===== config.mk =====
export PLATFORM = sky130hd
export DESIGN_NAME = lawwd_top
export DESIGN_NICKNAME = d
export VERILOG_FILES = /design/src/common/lawwd_pkg.sv /design/src/rtl/lawwd_sync.sv /design/src/rtl/lawwd_dwell.sv /design/src/rtl/lawwd_top.sv
export SDC_FILE = /design/constraint.sdc
export NUM_CORES = 1
export LEC_CHECK = 0
export ABC_AREA = 1
export BUFFER_PORTS_ARGS = -buffer_cell sky130_fd_sc_hd__buf_4
export CAP_MARGIN = 15
export CORE_UTILIZATION = 59
export DETAILED_ROUTE_END_ITERATION = 16
export PLACE_DENSITY = 0.79
export RECOVER_POWER = 50
export SLEW_MARGIN = 30
export SYNTH_ARGS = -nofsm -noshare
export SYNTH_HDL_FRONTEND = slang
export SYNTH_SLANG_ARGS = --single-unit

===== constraint.sdc =====
create_clock -name clk_sys -period 2.4 [get_ports clk_sys]
set_input_delay 0.24 -clock clk_sys [delete_from_list [all_inputs] [get_ports clk_sys]]
set_output_delay 0.24 -clock clk_sys [all_outputs]
set_load 0.02 [all_outputs]

===== src/common/lawwd_pkg.sv =====
// Constants, register map and types for the load aware window watchdog.
// Assumes a single 40 MHz system clock and an APB master with 32-bit data.
// Notes on behaviour
// (RULE1) Straps both low give a 96 ms service timeout, first strap high and second low give 48 ms.
// (RULE2) First strap low and second high give 32 ms, both straps high give 16 ms.
// (RULE3) A strap change is only taken once it has stood for the 150 us setup and hold time.
// (RULE4) The controller holds each trigger level for at least 1 us so the pulse is seen.
// (RULE5) A trigger pin held in the disable band past the filter time turns the watchdog off, leaving it turns it on.
// (RULE6) A disable band condition under 100 us changes nothing, one lasting 500 us always completes the change.
// (RULE7) While the load current shows power save the watchdog is inactive and never pulls the fault pin low; a fault pulse already begun still completes.
// (RULE8) The load dependent inactive state is entered only after low current has lasted the full maximum filter time.
// (RULE9) A low current indication no longer than the minimum filter time always leaves the watchdog active.
// (RULE10) Return from load dependent inactive to active uses the same dwell filtering as entry.
// (RULE11) Each falling edge on the trigger input is a service that restarts the running timeout.
// (RULE12) The load current filter times are 100 us minimum and 500 us maximum.
// (RULE13) A missed service drives the fault pin low for 8 ms.
// (RULE14) After reset release an ignore window of 16 ms runs before the first timeout starts.
// (RULE15) All times are counted in system clock cycles and every pin input is synchronised first.
// (RULE16) A new strap selection takes effect at the start of the next timeout period only.
package lawwd_pkg;

	localparam int CLK_HZ = 40000000;
	localparam int CLK_MHZ = CLK_HZ / 1000000;

	// Times in microseconds.
	localparam int TMO_96_US = 96000;
	localparam int TMO_48_US = 48000;
	localparam int TMO_32_US = 32000;
	localparam int TMO_16_US = 16000;
	localparam int FAULT_LOW_US = 8000;
	localparam int IGNORE_US = 16000;
	localparam int FILTER_MIN_US = 100;
	localparam int FILTER_MAX_US = 500;
	localparam int STRAP_HOLD_US = 150;
	localparam int TRIG_PULSE_US = 1;

	// Cycle counts at the system clock rate.
	localparam int TMO_96_CYC = TMO_96_US * CLK_MHZ;
	localparam int TMO_48_CYC = TMO_48_US * CLK_MHZ;
	localparam int TMO_32_CYC = TMO_32_US * CLK_MHZ;
	localparam int TMO_16_CYC = TMO_16_US * CLK_MHZ;
	localparam int FAULT_LOW_CYC = FAULT_LOW_US * CLK_MHZ;
	localparam int IGNORE_CYC = IGNORE_US * CLK_MHZ;
	localparam int FILTER_MIN_CYC = FILTER_MIN_US * CLK_MHZ;
	localparam int FILTER_MAX_CYC = FILTER_MAX_US * CLK_MHZ;
	localparam int STRAP_HOLD_CYC = STRAP_HOLD_US * CLK_MHZ;
	localparam int TRIG_PULSE_CYC = TRIG_PULSE_US * CLK_MHZ;
	// Half the least pulse, so a legal 1 us pulse survives synchroniser jitter.
	localparam int TRIG_FILT_CYC = TRIG_PULSE_CYC / 2;

	// Register byte offsets.
	localparam logic [7:0] OFS_IRQ_STATUS = 8'h00;
	localparam logic [7:0] OFS_IRQ_CLEAR = 8'h04;
	localparam logic [7:0] OFS_IRQ_ENABLE = 8'h08;
	localparam logic [7:0] OFS_STATE = 8'h0c;

	// Event bit positions, shared by status, clear and enable.
	localparam int EV_TIMEOUT = 0;
	localparam int EV_DEACT = 1;
	localparam int EV_REACT = 2;
	localparam int EV_SERVICE = 3;
	localparam int EV_W = 4;

	localparam logic [EV_W-1:0] IRQ_ENABLE_RST = 4'h0;

	typedef enum logic [1:0] {
		ST_IGNORE = 2'b00,
		ST_SERVICE = 2'b01,
		ST_FAULT = 2'b10,
		ST_INACTIVE = 2'b11
	} lawwd_state_e;

endpackage


===== src/rtl/lawwd_sync.sv =====
// Two flip-flop synchroniser for a vector of independent levels.
// Assumes each bit is a slow level; multi-bit coherence is not kept.
`timescale 1ns/1ps
module lawwd_sync #(
	parameter int WIDTH = 1
) (
	input wire logic clk_sys,
	input wire logic rstn,
	input wire logic [WIDTH-1:0] async_in,
	output logic [WIDTH-1:0] sync_out
);
	typedef struct packed {
		logic [WIDTH-1:0] s1;
		logic [WIDTH-1:0] s2;
	} lawwd_sync_s;

	lawwd_sync_s r;
	lawwd_sync_s next_r;

	always_comb begin
		next_r.s1 = async_in;
		next_r.s2 = r.s1;
	end

	always_ff @(posedge clk_sys or negedge rstn) begin
		if (!rstn) begin
			r <= '0;
		end else begin
			r <= next_r;
		end
	end

	assign sync_out = r.s2;
endmodule


===== src/rtl/lawwd_dwell.sv =====
// Dwell filter: the output follows the input only after the input has
// differed from it for DWELL consecutive cycles.
// Assumes a synchronised input on the same clock.
`timescale 1ns/1ps
module lawwd_dwell #(
	parameter int WIDTH = 1,
	parameter int DWELL = 20000,
	parameter int CNT_W = 16
) (
	input wire logic clk_sys,
	input wire logic rstn,
	input wire logic [WIDTH-1:0] level_in,
	output logic [WIDTH-1:0] level_out
);
	localparam logic [CNT_W-1:0] LAST = CNT_W'(DWELL - 1);

	typedef struct packed {
		logic [WIDTH-1:0] filt;
		logic [CNT_W-1:0] cnt;
	} lawwd_dwell_s;

	lawwd_dwell_s r;
	lawwd_dwell_s next_r;

	always_comb begin
		next_r = r;
		// Any bounce back to the held value restarts the dwell from zero.
		if (level_in == r.filt) begin
			next_r.cnt = '0;
		end else if (r.cnt == LAST) begin
			next_r.filt = level_in;
			next_r.cnt = '0;
		end else begin
			next_r.cnt = r.cnt + 1'b1;
		end
	end

	always_ff @(posedge clk_sys or negedge rstn) begin
		if (!rstn) begin
			r <= '0;
		end else begin
			r <= next_r;
		end
	end

	assign level_out = r.filt;
endmodule


===== src/rtl/lawwd_top.sv =====
// Watchdog supervisor with strap selected timeout, load and pin based
// deactivation, open-drain fault output and an APB register slave.
// Assumes pins and analog comparator indications arrive asynchronously.
//
// The register offsets and the APB register port were left to the implementer.
`timescale 1ns/1ps
module lawwd_top #(
	parameter int CNT_W = 22,
	parameter int TMO_96 = lawwd_pkg::TMO_96_CYC,
	parameter int TMO_48 = lawwd_pkg::TMO_48_CYC,
	parameter int TMO_32 = lawwd_pkg::TMO_32_CYC,
	parameter int TMO_16 = lawwd_pkg::TMO_16_CYC,
	parameter int FAULT_LOW = lawwd_pkg::FAULT_LOW_CYC,
	parameter int IGNORE = lawwd_pkg::IGNORE_CYC,
	parameter int FILTER_MAX = lawwd_pkg::FILTER_MAX_CYC,
	parameter int STRAP_HOLD = lawwd_pkg::STRAP_HOLD_CYC
) (
	input wire logic clk_sys,
	input wire logic rstn,
	input wire logic psel,
	input wire logic penable,
	input wire logic pwrite,
	input wire logic [7:0] paddr,
	input wire logic [31:0] pwdata,
	output logic [31:0] prdata,
	output logic pready,
	output logic pslverr,
	input wire logic timeout_strap_a,
	input wire logic timeout_strap_b,
	input wire logic service_trigger_in,
	input wire logic disable_band_level,
	input wire logic load_current_low,
	input wire logic fault_signal_in,
	output logic fault_signal_out,
	output logic fault_signal_oe,
	output logic irq
);
	import lawwd_pkg::*;

	localparam logic [CNT_W-1:0] LAST_96 = CNT_W'(TMO_96 - 1);
	localparam logic [CNT_W-1:0] LAST_48 = CNT_W'(TMO_48 - 1);
	localparam logic [CNT_W-1:0] LAST_32 = CNT_W'(TMO_32 - 1);
	localparam logic [CNT_W-1:0] LAST_16 = CNT_W'(TMO_16 - 1);
	localparam logic [CNT_W-1:0] LAST_FAULT = CNT_W'(FAULT_LOW - 1);
	localparam logic [CNT_W-1:0] LAST_IGNORE = CNT_W'(IGNORE - 1);
	localparam logic [5:0] LAST_TRIG = 6'(TRIG_FILT_CYC - 1);

	typedef struct packed {
		lawwd_state_e st;
		logic [CNT_W-1:0] cnt;
		logic [CNT_W-1:0] tmo_last;
		logic trig_lvl;
		logic [5:0] trig_cnt;
		logic [EV_W-1:0] irq_status;
		logic [EV_W-1:0] irq_enable;
		logic [15:0] svc_count;
		logic [31:0] prdata;
		logic pready;
		logic pslverr;
		logic fault_oe;
		logic fault_out;
		logic irq;
	} lawwd_top_s;

	lawwd_top_s r;
	lawwd_top_s next_r;

	logic [4:0] raw_sync;
	logic trig_s;
	logic dis_s;
	logic load_s;
	logic fault_pin_s;
	logic [1:0] strap_s;
	logic [1:0] strap_f;
	logic dis_f;
	logic load_f;

	// RULE15
	lawwd_sync #(
		.WIDTH(5)
	) u_sync (
		.clk_sys(clk_sys),
		.rstn(rstn),
		.async_in({fault_signal_in, load_current_low, disable_band_level, timeout_strap_b, timeout_strap_a}),
		.sync_out(raw_sync)
	);

	assign strap_s = raw_sync[1:0];
	assign dis_s = raw_sync[2];
	assign load_s = raw_sync[3];
	assign fault_pin_s = raw_sync[4];

	// The trigger has its own synchroniser so its edge path stays short.
	lawwd_sync #(
		.WIDTH(1)
	) u_sync_trig (
		.clk_sys(clk_sys),
		.rstn(rstn),
		.async_in(service_trigger_in),
		.sync_out(trig_s)
	);

	// RULE3
	lawwd_dwell #(
		.WIDTH(2),
		.DWELL(STRAP_HOLD),
		.CNT_W(16)
	) u_strap_filt (
		.clk_sys(clk_sys),
		.rstn(rstn),
		.level_in(strap_s),
		.level_out(strap_f)
	);

	// RULE5 RULE6
	lawwd_dwell #(
		.WIDTH(1),
		.DWELL(FILTER_MAX),
		.CNT_W(16)
	) u_dis_filt (
		.clk_sys(clk_sys),
		.rstn(rstn),
		.level_in(dis_s),
		.level_out(dis_f)
	);

	// Entry and exit share one symmetric dwell. RULE8 RULE9 RULE10 RULE12
	lawwd_dwell #(
		.WIDTH(1),
		.DWELL(FILTER_MAX),
		.CNT_W(16)
	) u_load_filt (
		.clk_sys(clk_sys),
		.rstn(rstn),
		.level_in(load_s),
		.level_out(load_f)
	);

	logic inactive;
	logic trig_fall;
	logic [CNT_W-1:0] sel_last;
	logic [EV_W-1:0] ev;
	logic [EV_W-1:0] clr;
	logic access;
	logic mapped;
	logic [31:0] rdata;

	always_comb begin
		next_r = r;
		ev = '0;
		clr = '0;
		trig_fall = 1'b0;
		inactive = load_f | dis_f;

		// Levels shorter than half the least pulse are treated as glitches. RULE4
		if (trig_s == r.trig_lvl) begin
			next_r.trig_cnt = '0;
		end else if (r.trig_cnt == LAST_TRIG) begin
			next_r.trig_lvl = trig_s;
			next_r.trig_cnt = '0;
			trig_fall = r.trig_lvl;
		end else begin
			next_r.trig_cnt = r.trig_cnt + 1'b1;
		end

		unique case (strap_f)
			2'b00: sel_last = LAST_96; // RULE1
			2'b01: sel_last = LAST_48; // RULE1
			2'b10: sel_last = LAST_32; // RULE2
			2'b11: sel_last = LAST_16; // RULE2
		endcase

		next_r.cnt = r.cnt + 1'b1;
		unique case (r.st)
			ST_IGNORE: begin
				if (inactive) begin
					next_r.st = ST_INACTIVE; // RULE7
					next_r.cnt = '0;
					ev[EV_DEACT] = 1'b1;
				end else if (r.cnt == LAST_IGNORE) begin
					next_r.st = ST_SERVICE; // RULE14
					next_r.cnt = '0;
					next_r.tmo_last = sel_last; // RULE16
				end
			end
			ST_SERVICE: begin
				if (inactive) begin
					next_r.st = ST_INACTIVE; // RULE7
					next_r.cnt = '0;
					ev[EV_DEACT] = 1'b1;
				end else if (trig_fall) begin
					next_r.cnt = '0; // RULE11
					next_r.tmo_last = sel_last; // RULE16
					next_r.svc_count = r.svc_count + 1'b1;
					ev[EV_SERVICE] = 1'b1;
				end else if (r.cnt == r.tmo_last) begin
					next_r.st = ST_FAULT; // RULE13
					next_r.cnt = '0;
					next_r.fault_oe = 1'b1;
					ev[EV_TIMEOUT] = 1'b1;
				end
			end
			ST_FAULT: begin
				// A pulse already begun runs to its full length even if the
				// watchdog goes inactive meanwhile, so the controller sees a
				// complete reset request.
				if (r.cnt == LAST_FAULT) begin
					next_r.fault_oe = 1'b0; // RULE13
					next_r.cnt = '0;
					if (inactive) begin
						next_r.st = ST_INACTIVE;
						ev[EV_DEACT] = 1'b1;
					end else begin
						next_r.st = ST_IGNORE;
					end
				end
			end
			ST_INACTIVE: begin
				next_r.cnt = '0; // RULE7
				if (!inactive) begin
					next_r.st = ST_IGNORE;
					ev[EV_REACT] = 1'b1;
				end
			end
		endcase

		// APB slave: one wait state, the write acts at the edge that sees pready.
		access = psel & penable;
		mapped = (paddr == OFS_IRQ_STATUS) || (paddr == OFS_IRQ_CLEAR) ||
			(paddr == OFS_IRQ_ENABLE) || (paddr == OFS_STATE);
		unique case (paddr)
			OFS_IRQ_STATUS: rdata = {28'h0, r.irq_status};
			OFS_IRQ_ENABLE: rdata = {28'h0, r.irq_enable};
			OFS_STATE: rdata = {r.svc_count, 8'h0, r.trig_lvl, fault_pin_s, dis_f, load_f, strap_f, r.st};
			default: rdata = 32'h0;
		endcase
		if (access && !r.pready) begin
			next_r.pready = 1'b1;
			next_r.pslverr = !mapped;
			next_r.prdata = pwrite ? 32'h0 : rdata;
		end else begin
			next_r.pready = 1'b0;
			next_r.pslverr = 1'b0;
			next_r.prdata = 32'h0;
		end
		if (access && r.pready && pwrite) begin
			if (paddr == OFS_IRQ_CLEAR) begin
				clr = pwdata[EV_W-1:0];
			end
			if (paddr == OFS_IRQ_ENABLE) begin
				next_r.irq_enable = pwdata[EV_W-1:0];
			end
		end

		// A new event wins over a clear in the same cycle.
		next_r.irq_status = (r.irq_status & ~clr) | ev;
		next_r.irq = |(next_r.irq_status & next_r.irq_enable);
		next_r.fault_out = 1'b0;
	end

	always_ff @(posedge clk_sys or negedge rstn) begin
		if (!rstn) begin
			r <= '0;
			r.st <= ST_IGNORE;
			r.tmo_last <= LAST_96;
			r.irq_enable <= IRQ_ENABLE_RST;
		end else begin
			r <= next_r;
		end
	end

	assign prdata = r.prdata;
	assign pready = r.pready;
	assign pslverr = r.pslverr;
	assign fault_signal_out = r.fault_out;
	assign fault_signal_oe = r.fault_oe;
	assign irq = r.irq;
endmodule


==> out/results.ini <==
[sta]
hold_viol=0
clock_skew_ns=0.006604
relSlewSlack=-0.03917
setup-tns-final_ns=0
fin_crit_ns=1.948
fin_ws_ns=0.4525
fin_crit_sh=0.8115
finalMaxSlewViolations=65
setup_violations=0
tightest_slew_ns=1.559
timing.hold.ws_ns=0.07288
rsz0062_at_grt=false
max_freq_mhz=513.5

[clocking]
cts_tree=yes
cts-root-buf=clkbuf_16
cts_made_buffers=17
cts.htree.levels=4
cts.clk_slew.worst_paths_ns=0.06
cts_sinks=156
worstSkewPairLatency_ns=0.42
cts.path.max_buffers=2

[yosys]
synth.distinct_cells=45
synth_cells=959
synth-adder-area-share=0.009588
synth_top_family_by_area=simple AND/OR/NAND/NOR gates
synthArstFlopShare=1.000
yosys.area_share.simple=0.2905
synth-edff-count=0
yosysWarnings=0
synth_compound_area_frac=0.05129
ys_seq_area_frac=0.4995
muxShareOfSynthArea=0.002717
synth_xor_xnor_area_share=0.03468
synth-seq-cells=156
ys.flop_type=dfrtp_1
syn_area_sq_mm=0.007830
avgSynthCellArea_sq_um=8.165

[route]
via_count=6113
antenna_left=0
wl_per_cell_microns=12.64
drt_first_pass_iters=8
vias_per_cell=5.124
drcViolationCount=0
drt_wl_total_microns=15080
drt_iter0_markers=432

[layout]
layout_common_cells=209 x nand2_1, 150 x dfrtp_1, 140 x inv_1
fin_nets=1065
post-route-util=0.6891
stdcell_area_sq_mm=0.008802
final_layout_size_suffix_gt1_frac=0.1312
finalNonFillerCells=1193
regArea_sq_mm=0.003911
area_delta_synth_final_pct=12.42
multi_input_area_sq_mm=0.003068
final_common_cell=nand2_1
fill_cells=990
antenna-diode-count=0

[placed_design]
dp_hpwl_microns=10620
placed_cell_area_sq_mm=0.008209
globalplace.congestion=0.9198
dp_slack_ns=0.4750
numPortBuffers=50
numPlacedInstances=1154

[floorplan]
initial_core_util=0.6130
die_w_microns=117.2
io_pins=88
design.die.area_sq_mm=0.01374
core_sq_mm=0.01277
die_h_microns=117.2
num_rows=41

[worst_hold_path]
whs_path_depth=3
hold-path-endpoint=pready
worstHoldStart=penable
hold_class=input port to register

[critical_path]
worstRegToRegCells=11
reg2reg_to=r[99]
path_delay_family=simple AND/OR/NAND/NOR gates
crit_buf_inv=2
path_cells=inv_1 > nand2_1 > nand2_1 > nor2_1 > nand2_1 > nor2_1 > nand3_1 > nand3_2 > nand3_4 > inv_1 > nor2_1
rr_startpoint=r[80]
reg2reg_slack_ns=0.45
crit_fanout=19
crit_type=register to register
cp.required_ns=2.71
worstPathArrival_ns=2.26
cp-end-kind=register
critPathMaxStageDelay_ns=0.54
start_kind=register
cp_slowest_cell=dfstp_2

[power]
power_density_mw_per_mm2=628.6
peakVddDrop_uv=634.5
total_power_mw=5.533
leakagePower_nw=4.332

[global_route]
grt_pass1_wl_microns=25140
grt_pass1_vias=5511
gr-total-overflow=0
grt_max_degree=65
antenna_found_initial=0
grt_usage=0.2394

[outcome]
violations=max-capacitance violations, max-slew violations
outcome=finished with violations

[flow_run]
cap_violations=1

cell usage after synthesis, drive strengths merged, types with 5 or more instances:
cell | number | area share
nand2 | 214 | 0.11
dfrtp | 150 | 0.48
inv | 147 | 0.070
nor2 | 142 | 0.080
nand3 | 55 | 0.039
nor3 | 47 | 0.031
buf | 39 | 0.038
o21ai | 36 | 0.023
a21oi | 29 | 0.019
xor2 | 26 | 0.029
nand4 | 16 | 0.014
nor3b | 8 | 0.0077
dfstp | 6 | 0.020
ha | 6 | 0.0096
nor4 | 6 | 0.0056
or2 | 6 | 0.0048
xnor2 | 5 | 0.0056
cell type report:
type / instances / area share
sequential: 156 / 0.4443
multi-input combinational: 621 / 0.3485
inverter: 148 / 0.06368
clock buffer: 24 / 0.05586
timing repair buffer: 64 / 0.05359
tap: 172 / 0.02445
clock inverter: 8 / 0.009524
registers in the layout (all words and copies together) (netlist names):
signal	cells
u_sync.sync_out	5
u_load_filt.r	16
u_strap_filt.r	16
u_sync.next_r	5
u_dis_filt.level_out	1
prdata	24
pready	1
pslverr	1
u_dis_filt.r	16
irq	1
fault_signal_oe	1
u_strap_filt.level_out	2
u_sync_trig.next_r	1
u_load_filt.level_out	1
r	64
u_sync_trig.sync_out	1
repair_timing:
| action | CTS | global route |
|---|---|---|
| hold buffers | 7 | 0 |
| resized for setup | 0 | 0 |
| hold endpoints to repair | 62 | 0 |
| setup buffers | 0 | 0 |
worst register-to-register path, stage by stage, from the launching register on:
cell	delay [ns]
dfstp_2	0.54
inv_1	0.06
nand2_1	0.05
nand2_1	0.05
nor2_1	0.16
nand2_1	0.07
nor2_1	0.12
nand3_1	0.18
nand3_2	0.14
nand3_4	0.22
inv_1	0.20
nor2_1	0.06
routing by layer:
metal,GRT usage,part of all wire,vias up
met5,0,0,-
met2,0.3933,0.48,163
met3,0.05819,0.052,13
met4,0.06835,0.011,0
met1,0.3168,0.46,2868
li1,-,-,3069
worst max-delay path by stage:
| stage | slack, ns | end | depth (start not counted) | startpoint |
|---|---|---|---|---|
| after CTS | 0.46 | r[99] | 8 | r[90] |
| after floorplan | 0.77 | r[107] | 11 | r[90] |
| after global routing | 0.13 | r[62] | 3 | rstn |
| final | 0.45 | r[99] | 11 | r[80] |
| after detailed placement | 0.48 | r[99] | 8 | r[90] |
| after global placement | 0.49 | r[99] | 8 | r[90] |
where the power goes:
| group | internal [mW] | switching (mW) |
|---|---|---|
| Sequential | 2.68 | 0.0327 |
| Combinational | 0.0811 | 0.146 |
| Clock | 1.54 | 1.05 |
| Total | 4.30 | 1.23 |
kinds of logic (layout without fill, tap and decap cells):
| family | after synthesis | in the layout |
|---|---|---|
| adders and majority gates | 6 | 6 |
| other | 1 | 9 |
| buffers and inverters | 190 | 244 |
| xor gates and xnor gates | 31 | 31 |
| AOI/OAI and AO/OA | 75 | 75 |
| DFF | 156 | 156 |
| muxes | 2 | 2 |
| and+or+nand+nor | 498 | 498 |
(Power assumes the default switching activity.)
